===== src/verilog/ccpu_consts.svh =====
/*
  Register offsets, field positions, mode codes and timing counts for one
  capture/compare/PWM unit. Assumes inclusion by bare name from the unit files.
*/
`ifndef CCPU_CONSTS_SVH
`define CCPU_CONSTS_SVH

`define CCPU_ADDR_W 3
`define CCPU_OFS_CONTROL 3'h0
`define CCPU_OFS_DATA_LOW 3'h1
`define CCPU_OFS_DATA_HIGH 3'h2
`define CCPU_OFS_TSEL_ONE 3'h3
`define CCPU_OFS_TSEL_TWO 3'h4

`define CCPU_CONTROL_RST 8'h00
`define CCPU_TSEL_RST 8'h00
`define CCPU_TSEL_ONE_MASK 8'hD7
`define CCPU_TSEL_TWO_MASK 8'h17
`define CCPU_TSEL_TWO_SMALL_MASK 8'h03

`define CCPU_MODE_LSB 0
`define CCPU_DUTY_LSB 4
`define CCPU_OCFG_LSB 6

`define CCPU_MODE_OFF 4'h0
`define CCPU_MODE_TOGGLE 4'h2
`define CCPU_MODE_CAP_FALL 4'h4
`define CCPU_MODE_CAP_RISE 4'h5
`define CCPU_MODE_CAP_4TH 4'h6
`define CCPU_MODE_CAP_16TH 4'h7
`define CCPU_MODE_SET_HIGH 4'h8
`define CCPU_MODE_SET_LOW 4'h9
`define CCPU_MODE_SOFT_INT 4'hA
`define CCPU_MODE_TMR_RESET 4'hB

`define CCPU_OCFG_SINGLE 2'h0
`define CCPU_OCFG_FWD 2'h1
`define CCPU_OCFG_HALF 2'h2
`define CCPU_OCFG_REV 2'h3

`define CCPU_DEAD_NS 40
`define CCPU_CLK_MHZ 50
`define CCPU_DEAD_CYC ((`CCPU_DEAD_NS * `CCPU_CLK_MHZ + 999) / 1000)

`endif


===== src/verilog/ccpu_pkg.sv =====
/*
  Types shared by the unit files.
  Assumes the constants header sits beside it.
*/
package ccpu_pkg;

  typedef struct packed {
    logic [3:0][15:0] cc_cnt;
    logic [3:0][9:0] pwm_cnt;
    logic [3:0] pwm_wrap;
  } ccpu_timers_t;

  typedef enum logic [1:0] {
    OP_OFF,
    OP_CAPTURE,
    OP_COMPARE,
    OP_PWM
  } ccpu_op_t;

endpackage


===== src/verilog/ccpu_cap_edge.sv =====
/*
  Capture edge qualifier with prescaler.
  Assumes the pin is synchronous to the clock.
*/
`timescale 1ns/10ps
module ccpu_cap_edge (
  input wire logic i_mclk,
  input wire logic i_sys_rst,
  input wire logic i_ce,
  input wire logic i_clear,
  input wire logic [1:0] i_sel,
  input wire logic i_pin,
  output logic o_event
);
  logic pin_q;
  logic [3:0] cnt_q;
  logic rise;
  logic fall;

  assign rise = i_pin & ~pin_q;
  assign fall = ~i_pin & pin_q;

  always_ff @(posedge i_mclk) begin
    if (i_sys_rst) begin
      pin_q <= 1'b0;
    end else if (i_ce) begin
      pin_q <= i_pin;
    end
  end

  // ---------------------------------------------------------------
  // prescaler
  // ---------------------------------------------------------------
  always_ff @(posedge i_mclk) begin
    if (i_sys_rst || (i_ce && i_clear)) begin
      cnt_q <= 4'h0;
    end else if (i_ce && rise) begin
      cnt_q <= cnt_q + 4'h1;
    end
  end

  always_comb begin
    case (i_sel)
      2'h0: o_event = fall;
      2'h1: o_event = rise;
      2'h2: o_event = rise && (cnt_q[1:0] == 2'h3);
      2'h3: o_event = rise && (cnt_q == 4'hF);
      default: o_event = 1'b0;
    endcase
  end
endmodule


===== src/verilog/ccpu_unit.sv =====
/*
  One capture/compare/PWM unit with the shared timer pick registers.
  Assumes timers, pin muxing and the interrupt flag register live outside;
  released pins (oe low) fall back to their port logic.
*/
`timescale 1ns/10ps
`include "ccpu_consts.svh"
module ccpu_unit #(
  parameter int UNIT_NUM = 4,
  parameter bit SMALL_MEM = 1'b0
) (
  input wire logic i_mclk,
  input wire logic i_sys_rst,
  input wire logic i_ce,
  input wire logic [`CCPU_ADDR_W-1:0] i_addr,
  input wire logic [7:0] i_wdata,
  input wire logic i_wr,
  input wire logic i_rd,
  output logic [7:0] o_rdata,
  input wire ccpu_pkg::ccpu_timers_t i_timers,
  input wire logic i_cap_pin,
  input wire logic [3:0] i_steer,
  output logic [3:0] o_pin_out,
  output logic [3:0] o_pin_oe,
  output logic o_flag_set,
  output logic o_tmr_reset,
  output logic [1:0] o_cc_sel,
  output logic [1:0] o_pwm_sel
);
  import ccpu_pkg::*;

  // ---------------------------------------------------------------
  // registers
  // ---------------------------------------------------------------
  logic [7:0] control_q;
  logic [7:0] tsel_one_q;
  logic [7:0] tsel_two_q;
  logic [7:0] data_low_q;
  logic [7:0] data_high_q;
  logic [1:0] duty_lsb_q;
  logic [7:0] tsel_two_mask;
  logic [3:0] mode;
  logic [1:0] ocfg;
  logic [3:0] new_mode;
  logic wr_ctrl;
  logic mode_off;
  ccpu_op_t op;

  assign tsel_two_mask = SMALL_MEM ? `CCPU_TSEL_TWO_SMALL_MASK : `CCPU_TSEL_TWO_MASK;
  assign mode = control_q[`CCPU_MODE_LSB +: 4];
  assign ocfg = control_q[`CCPU_OCFG_LSB +: 2];
  assign new_mode = i_wdata[`CCPU_MODE_LSB +: 4];
  assign wr_ctrl = i_wr && (i_addr == `CCPU_OFS_CONTROL);
  assign mode_off = (mode == `CCPU_MODE_OFF);

  always_comb begin
    case (mode[3:2])
      2'h1: op = OP_CAPTURE;
      2'h3: op = OP_PWM;
      default: op = mode_off ? OP_OFF : OP_COMPARE;
    endcase
  end

  always_ff @(posedge i_mclk) begin
    if (i_sys_rst) begin
      control_q <= `CCPU_CONTROL_RST;
    end else if (i_ce && wr_ctrl) begin
      control_q <= i_wdata;
    end
  end

  always_ff @(posedge i_mclk) begin
    if (i_sys_rst) begin
      tsel_one_q <= `CCPU_TSEL_RST;
      tsel_two_q <= `CCPU_TSEL_RST;
    end else if (i_ce && i_wr) begin
      if (i_addr == `CCPU_OFS_TSEL_ONE) begin
        tsel_one_q <= i_wdata & `CCPU_TSEL_ONE_MASK;
      end
      if (i_addr == `CCPU_OFS_TSEL_TWO) begin
        tsel_two_q <= i_wdata & tsel_two_mask;
      end
    end
  end

  // ---------------------------------------------------------------
  // timer pick decode
  // ---------------------------------------------------------------
  // index n selects 16-bit timer 2n+1 and pwm timer 2n+2
  logic [1:0] cc_sel;
  logic [1:0] pwm_sel;

  always_comb begin
    cc_sel = 2'h0;
    pwm_sel = 2'h0;
    case (UNIT_NUM)
      4: begin
        case (tsel_one_q[1:0])
          2'h1: begin cc_sel = 2'h1; pwm_sel = 2'h1; end
          2'h2: begin cc_sel = 2'h1; pwm_sel = 2'h2; end
          default: begin cc_sel = 2'h0; pwm_sel = 2'h0; end
        endcase
      end
      5: begin
        if (tsel_one_q[2]) begin
          cc_sel = 2'h2;
          pwm_sel = 2'h1;
        end
      end
      6: begin
        if (tsel_one_q[4]) begin
          cc_sel = 2'h2;
        end
      end
      7: begin
        cc_sel = (tsel_one_q[7:6] == 2'h0) ? 2'h0 : 2'h2;
        pwm_sel = tsel_one_q[7:6];
      end
      8: begin
        if (tsel_two_q[1:0] == 2'h1 || tsel_two_q[1:0] == 2'h2) begin
          cc_sel = SMALL_MEM ? 2'h0 : 2'h3;
          pwm_sel = tsel_two_q[1:0];
        end
      end
      9: begin
        if (tsel_two_q[2]) begin
          cc_sel = 2'h3;
          pwm_sel = 2'h1;
        end
      end
      10: begin
        if (tsel_two_q[4]) begin
          cc_sel = 2'h3;
        end
      end
      default: begin
        cc_sel = 2'h0;
        pwm_sel = 2'h0;
      end
    endcase
  end

  logic [15:0] cc_cnt;
  logic [9:0] pwm_cnt;
  logic pwm_wrap;

  assign cc_cnt = i_timers.cc_cnt[cc_sel];
  assign pwm_cnt = i_timers.pwm_cnt[pwm_sel];
  assign pwm_wrap = i_timers.pwm_wrap[pwm_sel];

  // ---------------------------------------------------------------
  // capture and compare
  // ---------------------------------------------------------------
  logic cap_event;
  logic cap_hit;
  logic eq_q;
  logic eq_now;
  logic cmp_hit;
  logic cmp_pin_q;

  ccpu_cap_edge u_cap_edge (
    .i_mclk(i_mclk),
    .i_sys_rst(i_sys_rst),
    .i_ce(i_ce),
    .i_clear(op != OP_CAPTURE),
    .i_sel(mode[1:0]),
    .i_pin(i_cap_pin),
    .o_event(cap_event)
  );

  assign cap_hit = (op == OP_CAPTURE) && cap_event;
  assign eq_now = (cc_cnt == {data_high_q, data_low_q});
  // one hit per arrival at the value; reserved codes 0001/0011 stay quiet
  assign cmp_hit = (op == OP_COMPARE) && (mode[3] || mode == `CCPU_MODE_TOGGLE) && eq_now && !eq_q;

  always_ff @(posedge i_mclk) begin
    if (i_sys_rst) begin
      eq_q <= 1'b0;
    end else if (i_ce) begin
      eq_q <= eq_now && (op == OP_COMPARE);
    end
  end

  // data bytes keep no reset value; a capture outranks a software write
  always_ff @(posedge i_mclk) begin
    if (i_ce) begin
      if (cap_hit) begin
        data_low_q <= cc_cnt[7:0];
        data_high_q <= cc_cnt[15:8];
      end else if (i_wr) begin
        if (i_addr == `CCPU_OFS_DATA_LOW) begin
          data_low_q <= i_wdata;
        end
        if (i_addr == `CCPU_OFS_DATA_HIGH && op != OP_PWM) begin
          data_high_q <= i_wdata;
        end
      end
      if (op == OP_PWM && pwm_wrap) begin
        data_high_q <= data_low_q;
      end
    end
  end

  always_ff @(posedge i_mclk) begin
    if (i_sys_rst) begin
      cmp_pin_q <= 1'b0;
    end else if (i_ce) begin
      if (wr_ctrl && new_mode != mode) begin
        if (new_mode == `CCPU_MODE_SET_HIGH) begin
          cmp_pin_q <= 1'b0;
        end else if (new_mode == `CCPU_MODE_SET_LOW) begin
          cmp_pin_q <= 1'b1;
        end else if (new_mode == `CCPU_MODE_OFF) begin
          cmp_pin_q <= 1'b0;
        end
      end else if (cmp_hit) begin
        case (mode)
          `CCPU_MODE_TOGGLE: cmp_pin_q <= ~cmp_pin_q;
          `CCPU_MODE_SET_HIGH: cmp_pin_q <= 1'b1;
          `CCPU_MODE_SET_LOW: cmp_pin_q <= 1'b0;
          default: cmp_pin_q <= cmp_pin_q;
        endcase
      end
    end
  end

  always_ff @(posedge i_mclk) begin
    if (i_sys_rst) begin
      o_flag_set <= 1'b0;
      o_tmr_reset <= 1'b0;
    end else if (i_ce) begin
      o_flag_set <= cap_hit || cmp_hit;
      o_tmr_reset <= cmp_hit && (mode == `CCPU_MODE_TMR_RESET);
    end
  end

  // ---------------------------------------------------------------
  // pwm duty and dead band
  // ---------------------------------------------------------------
  logic [1:0] duty_buf_lsb_q;
  logic [9:0] duty_buf;
  logic pwm_q;
  logic pwm_now;
  logic [3:0] dead_q;
  logic dead_a;
  logic dead_b;

  always_ff @(posedge i_mclk) begin
    if (i_sys_rst) begin
      duty_lsb_q <= 2'h0;
    end else if (i_ce) begin
      duty_lsb_q <= control_q[`CCPU_DUTY_LSB +: 2];
    end
  end

  always_ff @(posedge i_mclk) begin
    if (i_sys_rst || (i_ce && op != OP_PWM)) begin
      duty_buf_lsb_q <= 2'h0;
    end else if (i_ce && pwm_wrap) begin
      duty_buf_lsb_q <= duty_lsb_q;
    end
  end

  assign duty_buf = {data_high_q, duty_buf_lsb_q};
  assign pwm_now = (op == OP_PWM) && (pwm_cnt < duty_buf);

  always_ff @(posedge i_mclk) begin
    if (i_sys_rst) begin
      pwm_q <= 1'b0;
      dead_q <= 4'h0;
    end else if (i_ce) begin
      pwm_q <= pwm_now;
      if (op != OP_PWM) begin
        dead_q <= 4'h0;
      end else if (pwm_now != pwm_q) begin
        dead_q <= 4'(`CCPU_DEAD_CYC);
      end else if (dead_q != 4'h0) begin
        dead_q <= dead_q - 4'h1;
      end
    end
  end

  // both legs stay off until the dead time has run out
  assign dead_a = pwm_q && (dead_q == 4'h0) && (pwm_now == pwm_q);
  assign dead_b = !pwm_q && (dead_q == 4'h0) && (pwm_now == pwm_q);

  // ---------------------------------------------------------------
  // pin drive
  // ---------------------------------------------------------------
  logic [3:0] pin_out_d;
  logic [3:0] pin_oe_d;

  always_comb begin
    pin_out_d = 4'h0;
    pin_oe_d = 4'h0;
    case (op)
      OP_COMPARE: begin
        if (mode == `CCPU_MODE_TOGGLE || mode == `CCPU_MODE_SET_HIGH || mode == `CCPU_MODE_SET_LOW) begin
          pin_out_d[0] = cmp_pin_q;
          pin_oe_d[0] = 1'b1;
        end
      end
      OP_PWM: begin
        case (ocfg)
          `CCPU_OCFG_SINGLE: begin
            pin_out_d = {4{pwm_q}} & i_steer;
            pin_oe_d = i_steer;
          end
          `CCPU_OCFG_FWD: begin
            pin_out_d = {pwm_q, 2'b00, 1'b1};
            pin_oe_d = 4'hF;
          end
          `CCPU_OCFG_HALF: begin
            pin_out_d = {2'b00, dead_b, dead_a};
            pin_oe_d = 4'h3;
          end
          `CCPU_OCFG_REV: begin
            pin_out_d = {1'b0, 1'b1, pwm_q, 1'b0};
            pin_oe_d = 4'hF;
          end
          default: begin
            pin_out_d = 4'h0;
            pin_oe_d = 4'h0;
          end
        endcase
      end
      default: begin
        pin_out_d = 4'h0;
        pin_oe_d = 4'h0;
      end
    endcase
  end

  always_ff @(posedge i_mclk) begin
    if (i_sys_rst) begin
      o_pin_out <= 4'h0;
      o_pin_oe <= 4'h0;
      o_cc_sel <= 2'h0;
      o_pwm_sel <= 2'h0;
    end else if (i_ce) begin
      o_pin_out <= pin_out_d;
      o_pin_oe <= pin_oe_d;
      o_cc_sel <= cc_sel;
      o_pwm_sel <= pwm_sel;
    end
  end

  // ---------------------------------------------------------------
  // read port
  // ---------------------------------------------------------------
  always_ff @(posedge i_mclk) begin
    if (i_sys_rst) begin
      o_rdata <= 8'h00;
    end else if (i_ce) begin
      if (i_rd) begin
        case (i_addr)
          `CCPU_OFS_CONTROL: o_rdata <= control_q;
          `CCPU_OFS_DATA_LOW: o_rdata <= data_low_q;
          `CCPU_OFS_DATA_HIGH: o_rdata <= data_high_q;
          `CCPU_OFS_TSEL_ONE: o_rdata <= tsel_one_q;
          `CCPU_OFS_TSEL_TWO: o_rdata <= tsel_two_q;
          default: o_rdata <= 8'h00;
        endcase
      end else begin
        o_rdata <= 8'h00;
      end
    end
  end
endmodule


===== config.mk =====
export PLATFORM = sky130hd
export DESIGN_NAME = ccpu_unit
export DESIGN_NICKNAME = d
export VERILOG_FILES = /design/src/verilog/ccpu_pkg.sv /design/src/verilog/ccpu_cap_edge.sv /design/src/verilog/ccpu_unit.sv
export VERILOG_INCLUDE_DIRS = /design/src /design/src/verilog
export SDC_FILE = /design/constraint.sdc
export NUM_CORES = 1
export LEC_CHECK = 0
export BUFFER_PORTS_ARGS = -buffer_cell sky130_fd_sc_hd__buf_4
export CAP_MARGIN = 20
export CORE_MARGIN = 2
export CORE_UTILIZATION = 55
export DETAILED_ROUTE_END_ITERATION = 7
export GPL_TIMING_DRIVEN = 0
export PLACE_DENSITY = 0.86
export RECOVER_POWER = 50
export SLEW_MARGIN = 5
export SYNTH_ARGS = -nofsm -noshare
export SYNTH_HDL_FRONTEND = slang
export SYNTH_HIERARCHICAL = 1
export SYNTH_SLANG_ARGS = --single-unit

===== constraint.sdc =====
create_clock -name i_mclk -period 8.33 [get_ports i_mclk]
set_clock_uncertainty 0.1 [all_clocks]
set_input_delay 0.833 -clock i_mclk [delete_from_list [all_inputs] [get_ports i_mclk]]
set_output_delay 0.833 -clock i_mclk [all_outputs]
set_load 0.02 [all_outputs]

After elaboration in Yosys (flattened, before gate mapping). Cells that the tools add are included.

Bits in registers: 72. Input bits: 129. Output and inout port bits: 22. Word-level logic and storage cells: 153.

Add/sub/neg operators: 2. Magnitude comparators: 3. Eq/ne operators: 32. Multiplexer cells: 37. Bitwise gates (word level): 6. Reductions and logical operators: 53.

Operator list (count): $mux W8 (8); $pmux W8 S5 (1); $bmux W16 S2 (1); $eq A4 B4 Y1 const B (6); $logic_and A1 B1 Y1 (23); $bmux W10 S2 (1); $eq A2 B2 Y1 const B (9); $eq A16 B16 Y1 (1); $mux W16 (1); $pmux W4 S4 (1); $logic_not A4 Y1 (3); $mux W4 (3); $pmux W4 S3 (1); $eq A2 B1 Y1 const B (5); $lt A10 B10 Y1 (1); $mux W10 (1); $mux W1 (9); $reduce_bool A3 Y1 (3); $pmux W2 S2 (2); $reduce_bool A4 Y1 (2); $eq A3 B2 Y1 const B (2); $logic_or A1 B1 Y1 (6); $lt A2 B3 Y1 const B (2); $mux W3 (2); 27 further kinds (39).

Logic depth before layout (Yosys ltp). Gate-level depths: netlist (run 1).

Word-level depth: 10. Mapped depth: 11.

Cells and area by module. The synthesis (run 1) kept the hierarchy.

Modules (own cells, without submodules): ccpu_unit (instances 1, cells an instance 460, area each 4209.0 µm², seq. area each 1481.4 µm²); ccpu_cap_edge (instances 1, cells an instance 27, area each 261.5 µm², seq. area each 100.1 µm²).

Least setup slack after synthesis (run 1). Ideal clock, no wire load.

Path kind: flip-flop to flip-flop. Start: register tsel_one_q[0]. End: register dead_q[2]. Library setup time: 0.123 ns. Data arrival time: 2.999 ns. Required time: 8.107 ns. Setup slack: 5.109 ns. Cell stages (with the launch flop): 11. Period minus slack after synthesis: 3.221 ns. Cells stage by stage: dfxtp_1 -> ha_1 -> buf_2 -> mux4_2 -> ha_1 -> a21o_1 -> a21o_1 -> a2111o_1 -> o221a_2 -> a41oi_1 -> o22ai_1.

Longest elaborated chain between the ends: 9. Elaborated cells between the ends (all ways): 12. Classes of those cells: order compare (1); eq/ne (3); mux (5); reduce/logical (3).

RTL lines: from (decl) (line ccpu_unit.sv:36) `logic [7:0] tsel_one_q;`; from (signal assigned) (line ccpu_unit.sv:74) `` tsel_one_q <= `CCPU_TSEL_RST; ``; from (signal assigned) (line ccpu_unit.sv:78) `` tsel_one_q <= i_wdata & `CCPU_TSEL_ONE_MASK; ``; $eq A2 B2 Y1 / $eq A2 B1 Y1 (equally long branches) (line ccpu_unit.sv:98) `case (tsel_one_q[1:0])`; $pmux W2 S2 (*) (line ccpu_unit.sv:98); via pwm_sel[0] (line ccpu_unit.sv:91) `logic [1:0] pwm_sel;`; $bmux W10 S2 (*) (line ccpu_unit.sv:148) `assign pwm_cnt = i_timers.pwm_cnt[pwm_sel];`; $mux W10 (not written as such) (*) (line ccpu_unit.sv:148); $lt A10 B10 Y1 (*) (line ccpu_unit.sv:265) `assign pwm_now = (op == OP_PWM) && (pwm_cnt < duty_buf);`; $logic_and A1 B1 Y1 (*) (line ccpu_unit.sv:265); $ne A1 B1 Y1 (*) (line ccpu_unit.sv:275) `end else if (pwm_now != pwm_q) begin`; $reduce_bool A3 Y1 (no source line) / $mux W4 (equally long branches); $reduce_and A2 Y1 (no source line) / $mux W4 (equally long branches); to (signal assigned) (line ccpu_unit.sv:276) `` dead_q <= 4'(`CCPU_DEAD_CYC); ``; to (signal assigned) (line ccpu_unit.sv:278) `dead_q <= dead_q - 4'h1;`; to (decl) (line ccpu_unit.sv:244) `logic [3:0] dead_q;`.

Mark *: on every way through the listed nets, which the timed path passes. The rest lies on a longest branch. The select of a mux whose other input is x is not followed. A chain may end at the register's enable or synchronous reset.

Final worst setup path (run 1).
Start: register tsel_one_q[0]. End: register o_pin_out[0].

Longest elaborated chain between the ends: 10. Elaborated cells between the ends (all ways): 11. Classes of those cells: order compare (1); eq/ne (3); mux (5); reduce/logical (2).

RTL lines: $eq A2 B2 Y1 / $eq A2 B1 Y1 (equally long branches) (line ccpu_unit.sv:98); $pmux W2 S2 (*) (line ccpu_unit.sv:98); via pwm_sel[0] (line ccpu_unit.sv:91); $bmux W10 S2 (*) (line ccpu_unit.sv:148); $mux W10 (not written as such) (*) (line ccpu_unit.sv:148); $lt A10 B10 Y1 (*) (line ccpu_unit.sv:265); $logic_and A1 B1 Y1 (*) (line ccpu_unit.sv:265); $eq A1 B1 Y1 (*) (line ccpu_unit.sv:284) `assign dead_a = pwm_q && (dead_q == 4'h0) && (pwm_now == pwm_q);`; $logic_and A1 B1 Y1 (*) (line ccpu_unit.sv:284); $pmux W4 S4 (*) (line ccpu_unit.sv:304) `case (ocfg)`; $pmux W1 S2 (*) (line ccpu_unit.sv:296) `case (op)`; to (signal assigned) (line ccpu_unit.sv:341) `o_pin_out <= pin_out_d;`; to (decl) (line ccpu_unit.sv:23) `output logic [3:0] o_pin_out,`.

Marked as above.

==> results of run 1 <==
## critical path, delay by kind of cell, from the launching register on
family | cells | cell delay (ns)
AOI/OAI and AO/OA | 4 | 1.10
adders and majority gates | 2 | 0.64
buffers and inverters | 1 | 0.35
DFF | 1 | 0.46
muxes | 1 | 0.56
and+or+nand+nor | 2 | 0.38
## cells in the final DEF (no fill, tap or decap), types with 6 or more instances in the layout
cell,Yosys,layout
o21ai_0,12,12
nor2_1,77,77
inv_1,21,21
buf_2,7,6
clkbuf_1,13,39
clkbuf_8,0,11
nand3_1,6,6
buf_4,2,96
o22ai_1,7,7
nor2b_1,6,6
a21oi_1,39,39
ha_1,13,13
dfxtp_1,55,55
nand2_1,25,25
a22oi_1,13,13
edfxtp_1,16,16
nor3_1,9,9
mux4_2,12,12
xor2_1,6,6
mux2i_1,46,46
xnor2_1,16,16
mux2_2,8,8
## Yosys cell counts (all sizes together) (2+ instances only)
| cell type | n | area share |
|---|---|---|
| nor3b | 2 | 0.0034 |
| nor3 | 9 | 0.010 |
| inv | 21 | 0.018 |
| dfxtp | 55 | 0.25 |
| a21oi | 39 | 0.044 |
| a21o | 4 | 0.0067 |
| nor2b | 6 | 0.0084 |
| or4 | 2 | 0.0034 |
| nand4 | 5 | 0.0084 |
| a31oi | 3 | 0.0042 |
| mux2 | 9 | 0.023 |
| nor2 | 77 | 0.065 |
| edfxtp | 16 | 0.11 |
| nand3 | 6 | 0.0067 |
| o21ai | 13 | 0.015 |
| and3 | 4 | 0.0056 |
| mux2i | 48 | 0.11 |
| o21a | 3 | 0.0050 |
| and2 | 2 | 0.0028 |
| nand2 | 25 | 0.021 |
| xnor2 | 16 | 0.031 |
| ha | 13 | 0.036 |
| a211oi | 3 | 0.0050 |
| mux4 | 12 | 0.060 |
| or3 | 4 | 0.0056 |
| clkbuf | 13 | 0.011 |
| a32oi | 2 | 0.0039 |
| buf | 16 | 0.021 |
| nor4 | 4 | 0.0084 |
| a2111o | 2 | 0.0050 |
| o22ai | 7 | 0.0098 |
| a22oi | 13 | 0.022 |
| nand3b | 2 | 0.0062 |
| a41oi | 3 | 0.0059 |
| nand2b | 2 | 0.0028 |
| or3b | 2 | 0.0039 |
| xor2 | 6 | 0.012 |
| nand4b | 2 | 0.0039 |
| o311ai | 2 | 0.0039 |
## how the worst max path moves through the flow
stage / start / end / slack, ns / cells after the start
final: tsel_one_q[0] / o_pin_out[0] / 4.68 / 10
after global routing: tsel_one_q[0] / dead_q[0] / 4.53 / 10
after CTS: tsel_one_q[0] / dead_q[2] / 4.65 / 10
after detailed placement: i_cap_pin / data_high_q[2] / 4.63 / 8
after global placement: i_cap_pin / data_high_q[4] / 4.72 / 8
after floorplan: tsel_one_q[0] / dead_q[2] / 5.11 / 10
## registers in the layout, summed over array words and instances (netlist names), 2 cells and up
| register | flops |
|---|---|
| data_low_q | 8 |
| tsel_one_q | 6 |
| duty_lsb_q | 2 |
| o_rdata | 8 |
| data_high_q | 8 |
| tsel_two_q | 4 |
| o_pwm_sel | 2 |
| control_q | 8 |
| u_cap_edge/cnt_q | 4 |
| duty_buf_lsb_q | 2 |
| o_pin_out | 4 |
| dead_q | 4 |
| o_pin_oe | 4 |
## metrics by stage
step | cells | setup slack, ns | total power, mW
6_report | 721 | 4.68 | 0.763
3_5_place_dp | 705 | 4.63 | 0.484
3_3_place_gp | 705 | 4.72 | 0.480
2_1_floorplan | 487 | 5.11 | 0.426
4_1_cts | 721 | 4.65 | 0.761
5_1_grt | 721 | 4.53 | 0.785
## per-layer routing
metal / wire length (um) / vias up
met2: 6290 / 273
li1: - / 2029
met3: 1200 / 46
met4: 413 / 2
met5: 8 / -
met1: 5000 / 2050
## power by group
part	switching (mW)	internal, mW
logic	0.0576	0.0598
registers	0.00320	0.355
clock network	0.133	0.155
total	0.194	0.570
## cells by family (layout without fill, tap and decap cells)
| logic type | Yosys count | after routing |
|---|---|---|
| fa+ha+maj | 13 | 13 |
| buf+inv | 51 | 183 |
| simple gates | 156 | 156 |
| flops | 71 | 71 |
| compound gates | 104 | 104 |
| mux | 69 | 69 |
| xor+xnor | 22 | 22 |
| other cells | 1 | 1 |
## final cells by class
class	count	area (um2)
buffer	29	143
clock buffer	13	159
clock inverter	3	41.3
fill	590	2230
inverter	22	82.6
multi-input combinational	365	2650
sequential	71	1580
tap	102	128
timing repair buffer	116	788
==> impl_metrics.csv, run 1 <==
group,metric,value,unit
global_route,grt_use_met3,0.0482,
global_route,antenna_found_initial,0,
die,io_pins,151,
synth,synth.avg_cell_area,9.18,um2
synth,synthCells,487,
synth,yosys.area_share.xor_xnor,0.0431,
placement,place_area,5470,um2
clocking,cts_setup_buffers,0,
flow_run,maxCapViolations,0,
die,initial_utilization,0.573,
clocking,clk_latency,0.36,ns
worst_setup_path,critPathLaunchType,"flop",
synth,synth_edf_count,16,
synth,synth_area,4470,um2
sta,relSlewSlack,0.365,
status,status,"finished, final reports clean",
synth,synth_nets,629,
finish,nets,756,
clocking,numClockSinks,71,
sta,clock.fmax,274,MHz
global_route,busiest_layer,"met2",
synth,async_flop_share,0,
sta,setup_viol,0,
sta,tns,0,ns
synth,ys_warn_count,6,
sta,period_needed,3.65,ns
finish,syn2layout_area_growth,24.7,%
synth,ys_ff_latch,71,
clocking,root_buffer,"clkbuf_8",
clocking,clk_path_buf_depth,2,
routing,viasPerCell,6.10,
die,fp.dieArea,8870,um2
worst_setup_path,crit_fanout,10,
clocking,numCtsBuffers,9,
placement,post-dp-hpwl,10.1,mm
synth,yosysSeqAreaShare,0.354,
clocking,hold_buffers,0,
die,fp.coreArea,7810,um2
synth,synthAdderAreaFrac,0.0364,
power_and_ir_drop,ir_drop,82.9,uV
synth,synthMuxAreaShare,0.192,
worst_setup_path,arrival,3.86,ns
die,rows,32,
sta,whs,0.365,ns
synth,synth_top_family_by_area,"multiplexers",
routing,drc,0,
synth,yosys.area_share.simple,0.170,
hold_path,min-delay-start,"o_pin_oe[2]",
synth,synth_compound_area_frac,0.153,
finish,fin_util,0.714,
worst_setup_path,r2r_slack,4.68,ns
global_route,grt.overflow.total,0,
clocking,post_cts_resized,0,
synth,synth_flop_cell,"dfxtp_1",
sta,tightest_slew,0.953,ns
hold_path,min_to,"o_pin_oe[2]",
sta,hold_viol_final,0,
clocking,tritoncts,"built",
sta,fin_crit_sh,0.439,
routing,first_iter_violations,297,
worst_setup_path,worst-setup-path-type,"flop to flop",
worst_setup_path,ff2ff_path_depth,10,
routing,routedWlPerCell,17.9,um
global_route,grt_max_degree,13,
routing,wl,12.9,mm
clocking,cts.htree.levels,3,
hold_path,hold_path_depth,2,
power_and_ir_drop,power_leakage,2.39,nW
worst_setup_path,path_cells,"ha_1 > buf_2 > mux4_2 > ha_1 > a21o_1 > a21o_1 > and2_1 > a2111o_1 > o311ai_1 > and3_1",
finish,drive_gt1_frac,0.244,
worst_setup_path,crit_required,8.54,ns
global_route,met2_usage,0.513,
routing,vias,4400,
worst_setup_path,slowest_stage,"mux4_2",
clocking,clkTransAtPathRegs,0.08,ns
placement,port_buffers,116,
global_route,grtUsageTotal,0.302,
finish,fin_area,5570,um2
sta,rsz0062_at_grt,"no",
finish,diodes,0,
power_and_ir_drop,p_per_area,137,nW/um2
worst_setup_path,r2r_end,"o_pin_out[0]",
worst_setup_path,timing.rr.start,"tsel_one_q[0]",
placement,place_congestion,0.950,
die,fp.dieW,94.2,um
global_route,grt_use_met1,0.381,
sta,maxSlewViolCount,0,
die,die_h,94.2,um
routing,dr.pass1.iters,6,
worst_setup_path,max_stage_delay,0.56,ns
hold_path,hold_class,"flop to flop",
synth,ys_types,65,
worst_setup_path,crit_path_end_kind,"flop",
global_route,grt_pass1_vias,4300,
routing,ant_nets,0,
global_route,grt_pass1_wl,20.7,mm
Note: power is estimated with default switching activity, not from simulation.
==> run 2: changes to the inputs <==
--- a/config.mk
+++ b/config.mk
@@ -9,10 +9,10 @@
 export BUFFER_PORTS_ARGS = -buffer_cell sky130_fd_sc_hd__buf_4
 export CAP_MARGIN = 20
 export CORE_MARGIN = 2
-export CORE_UTILIZATION = 55
+export CORE_UTILIZATION = 46
 export DETAILED_ROUTE_END_ITERATION = 7
 export GPL_TIMING_DRIVEN = 0
-export PLACE_DENSITY = 0.86
+export PLACE_DENSITY = 0.77
 export RECOVER_POWER = 50
 export SLEW_MARGIN = 5
 export SYNTH_ARGS = -nofsm -noshare
==> constraint.sdc (replaced) <==
create_clock -name i_mclk -period 3.1 [get_ports i_mclk]
set_clock_uncertainty 0.1 [all_clocks]
set_input_delay 0.31 -clock i_mclk [delete_from_list [all_inputs] [get_ports i_mclk]]
set_output_delay 0.31 -clock i_mclk [all_outputs]
set_load 0.02 [all_outputs]
==> run 2 against run 1 <==
  * Final cell count grew 4.4%
  * Wire length rose by 3.1%
  * Critical endpoint is now dead_q[2]
  * Final area is 5.7% higher
  * Sequential cell count is the same
  * Via count down 1.2%
  * First-iteration DRC count shrank 20%
  * Largest cell class unchanged
==> impl_metrics.csv, run 2 (synthesis results as in run 1) <==
group,metric,value,unit
clocking,clk_latency,0.35,ns
worst_setup_path,worst-setup-path-type,"flop to flop",
worst_setup_path,slowest_stage,"mux4_2",
routing,vias,4349,
placement,place_congestion,0.943,
clocking,numCtsBuffers,9,
global_route,grt_pass1_wl,20.4,mm
worst_setup_path,max_stage_delay,0.51,ns
flow_run,maxCapViolations,0,
finish,mostFrequentLayoutCells,"buf_4 (100), nor2_1 (76), dfxtp_1 (53), mux2i_1 (46), clkbuf_1 (39)",
placement,post-dp-hpwl,10.0,mm
die,rows,35,
global_route,grtUsageTotal,0.253,
power_and_ir_drop,power,2.17,mW
finish,fin_area,5890,um2
finish,drive_gt1_frac,0.285,
global_route,grt_pass1_vias,4151,
global_route,grt_max_degree,12,
finish,nets,761,
clocking,root_buffer,"clkbuf_8",
finish,fin_cells,753,
hold_path,hold_class,"input pin to flop",
sta,clock.fmax,325,MHz
clocking,cts.htree.levels,3,
sta,rsz0062_at_grt,"yes",
worst_setup_path,crit_fanout,5,
sta,tightest_slew,0.735,ns
worst_setup_path,crit_required,3.24,ns
worst_setup_path,path_cells,"inv_2 > ha_4 > buf_6 > buf_16 > mux4_2 > ha_1 > and4_1 > or4_1 > o221a_4 > a41oi_2 > o22ai_1",
die,initial_utilization,0.479,
worst_setup_path,critPathLaunchType,"flop",
routing,routedWlPerCell,17.7,um
clocking,tritoncts,"built",
sta,maxSlewViolCount,0,
finish,syn2layout_area_growth,31.8,%
clocking,numClockSinks,71,
die,fp.dieArea,10500,um2
placement,place_area,5510,um2
routing,wl,13.3,mm
die,die_h,103,um
placement,preCtsSetupSlack,-0.354,ns
power_and_ir_drop,power_leakage,2.46,nW
worst_setup_path,r2r_slack,0.02,ns
sta,fin_crit_sh,0.992,
placement,dp.cells,732,
placement,port_buffers,116,
power_and_ir_drop,ir_drop,185,uV
routing,drc,0,
clocking,clk_path_buf_depth,2,
sta,relSlewSlack,0.506,
routing,viasPerCell,5.78,
routing,dr.pass1.iters,6,
finish,final_common_cell,"buf_4",
sta,whs,0.104,ns
status,status,"finished, final reports clean",
clocking,clkTransAtPathRegs,0.07,ns
die,io_pins,151,
worst_setup_path,arrival,3.21,ns
worst_setup_path,crit_path_end_kind,"flop",
die,fp.dieW,103,um
sta,setup_viol,0,
global_route,grt.overflow.total,0,
routing,ant_nets,0,
routing,first_iter_violations,238,
die,fp.coreArea,9330,um2
sta,setup_slack,0.0235,ns
sta,hold_viol_final,0,
global_route,antenna_found_initial,0,
sta,period_needed,3.08,ns
finish,diodes,0,
power_and_ir_drop,p_per_area,369,nW/um2
run 2: path summary, 6_finish.rpt:
kind                 startpoint          endpoint  cells past startpoint
setup / recovery  tsel_one_q[1]         dead_q[2]                     11
hold / removal        i_sys_rst  u_cap_edge/pin_q                      2
setup reg to reg  tsel_one_q[1]         dead_q[2]                     11
hold reg to reg     o_pin_oe[1]       o_pin_oe[1]                      2
run 2: power by group:
part | total, mW | internal (mW) | leakage, nW | switching, mW
registers | 0.962 | 0.953 | 0.590 | 0.00885
logic | 0.334 | 0.171 | 1.76 | 0.163
clock network | 0.877 | 0.533 | 0.112 | 0.344
run 2: stage by stage:
| step | util | TNS [ns] |
|---|---|---|
| 2_1_floorplan | - | 0 |
| 3_3_place_gp | 0.591 | -2.12 |
| 3_5_place_dp | 0.591 | -2.77 |
| 4_1_cts | 0.626 | -0.0376 |
| 5_1_grt | 0.632 | -0.244 |
| 6_report | 0.632 | 0 |
run 2: final cells by class:
| class | instances | area (um2) |
|---|---|---|
| Fill cell | 763 | 3440 |
| Buffer | 29 | 165 |
| Sequential cell | 71 | 1590 |
| Inverter | 22 | 82.6 |
| Clock buffer | 12 | 135 |
| Tap cell | 129 | 161 |
| Timing Repair Buffer | 121 | 853 |
| Clock inverter | 4 | 93.8 |
| Multi-Input combinational cell | 365 | 2810 |
run 2: critical path: cells and delay by family (launching register included):
| kind | cells | cell delay, ns |
|---|---|---|
| and+or+nand+nor | 2 | 0.68 |
| muxes | 1 | 0.51 |
| DFF | 1 | 0.37 |
| buffers and inverters | 3 | 0.29 |
| adders and majority gates | 2 | 0.46 |
| AOI/OAI and AO/OA | 3 | 0.56 |
run 2: metal layers:
metal  wire, um  part of all wire  up-vias  track usage
met5          0                 0        -            0
met4        274             0.021        0        0.102
met3        970             0.073       27       0.0481
met2       6380              0.48      219        0.417
met1       5690              0.43     2064        0.328
li1           -                 -     2039            -
run 2: what timing repair did:
item / CTS / global route
pin swaps: 2 / 10
setup buffers: 1 / 3
setup endpoints to repair: 15 / 23
hold buffers: 0 / 0
gates resized for setup: 14 / 22
cloned: 1 / 0
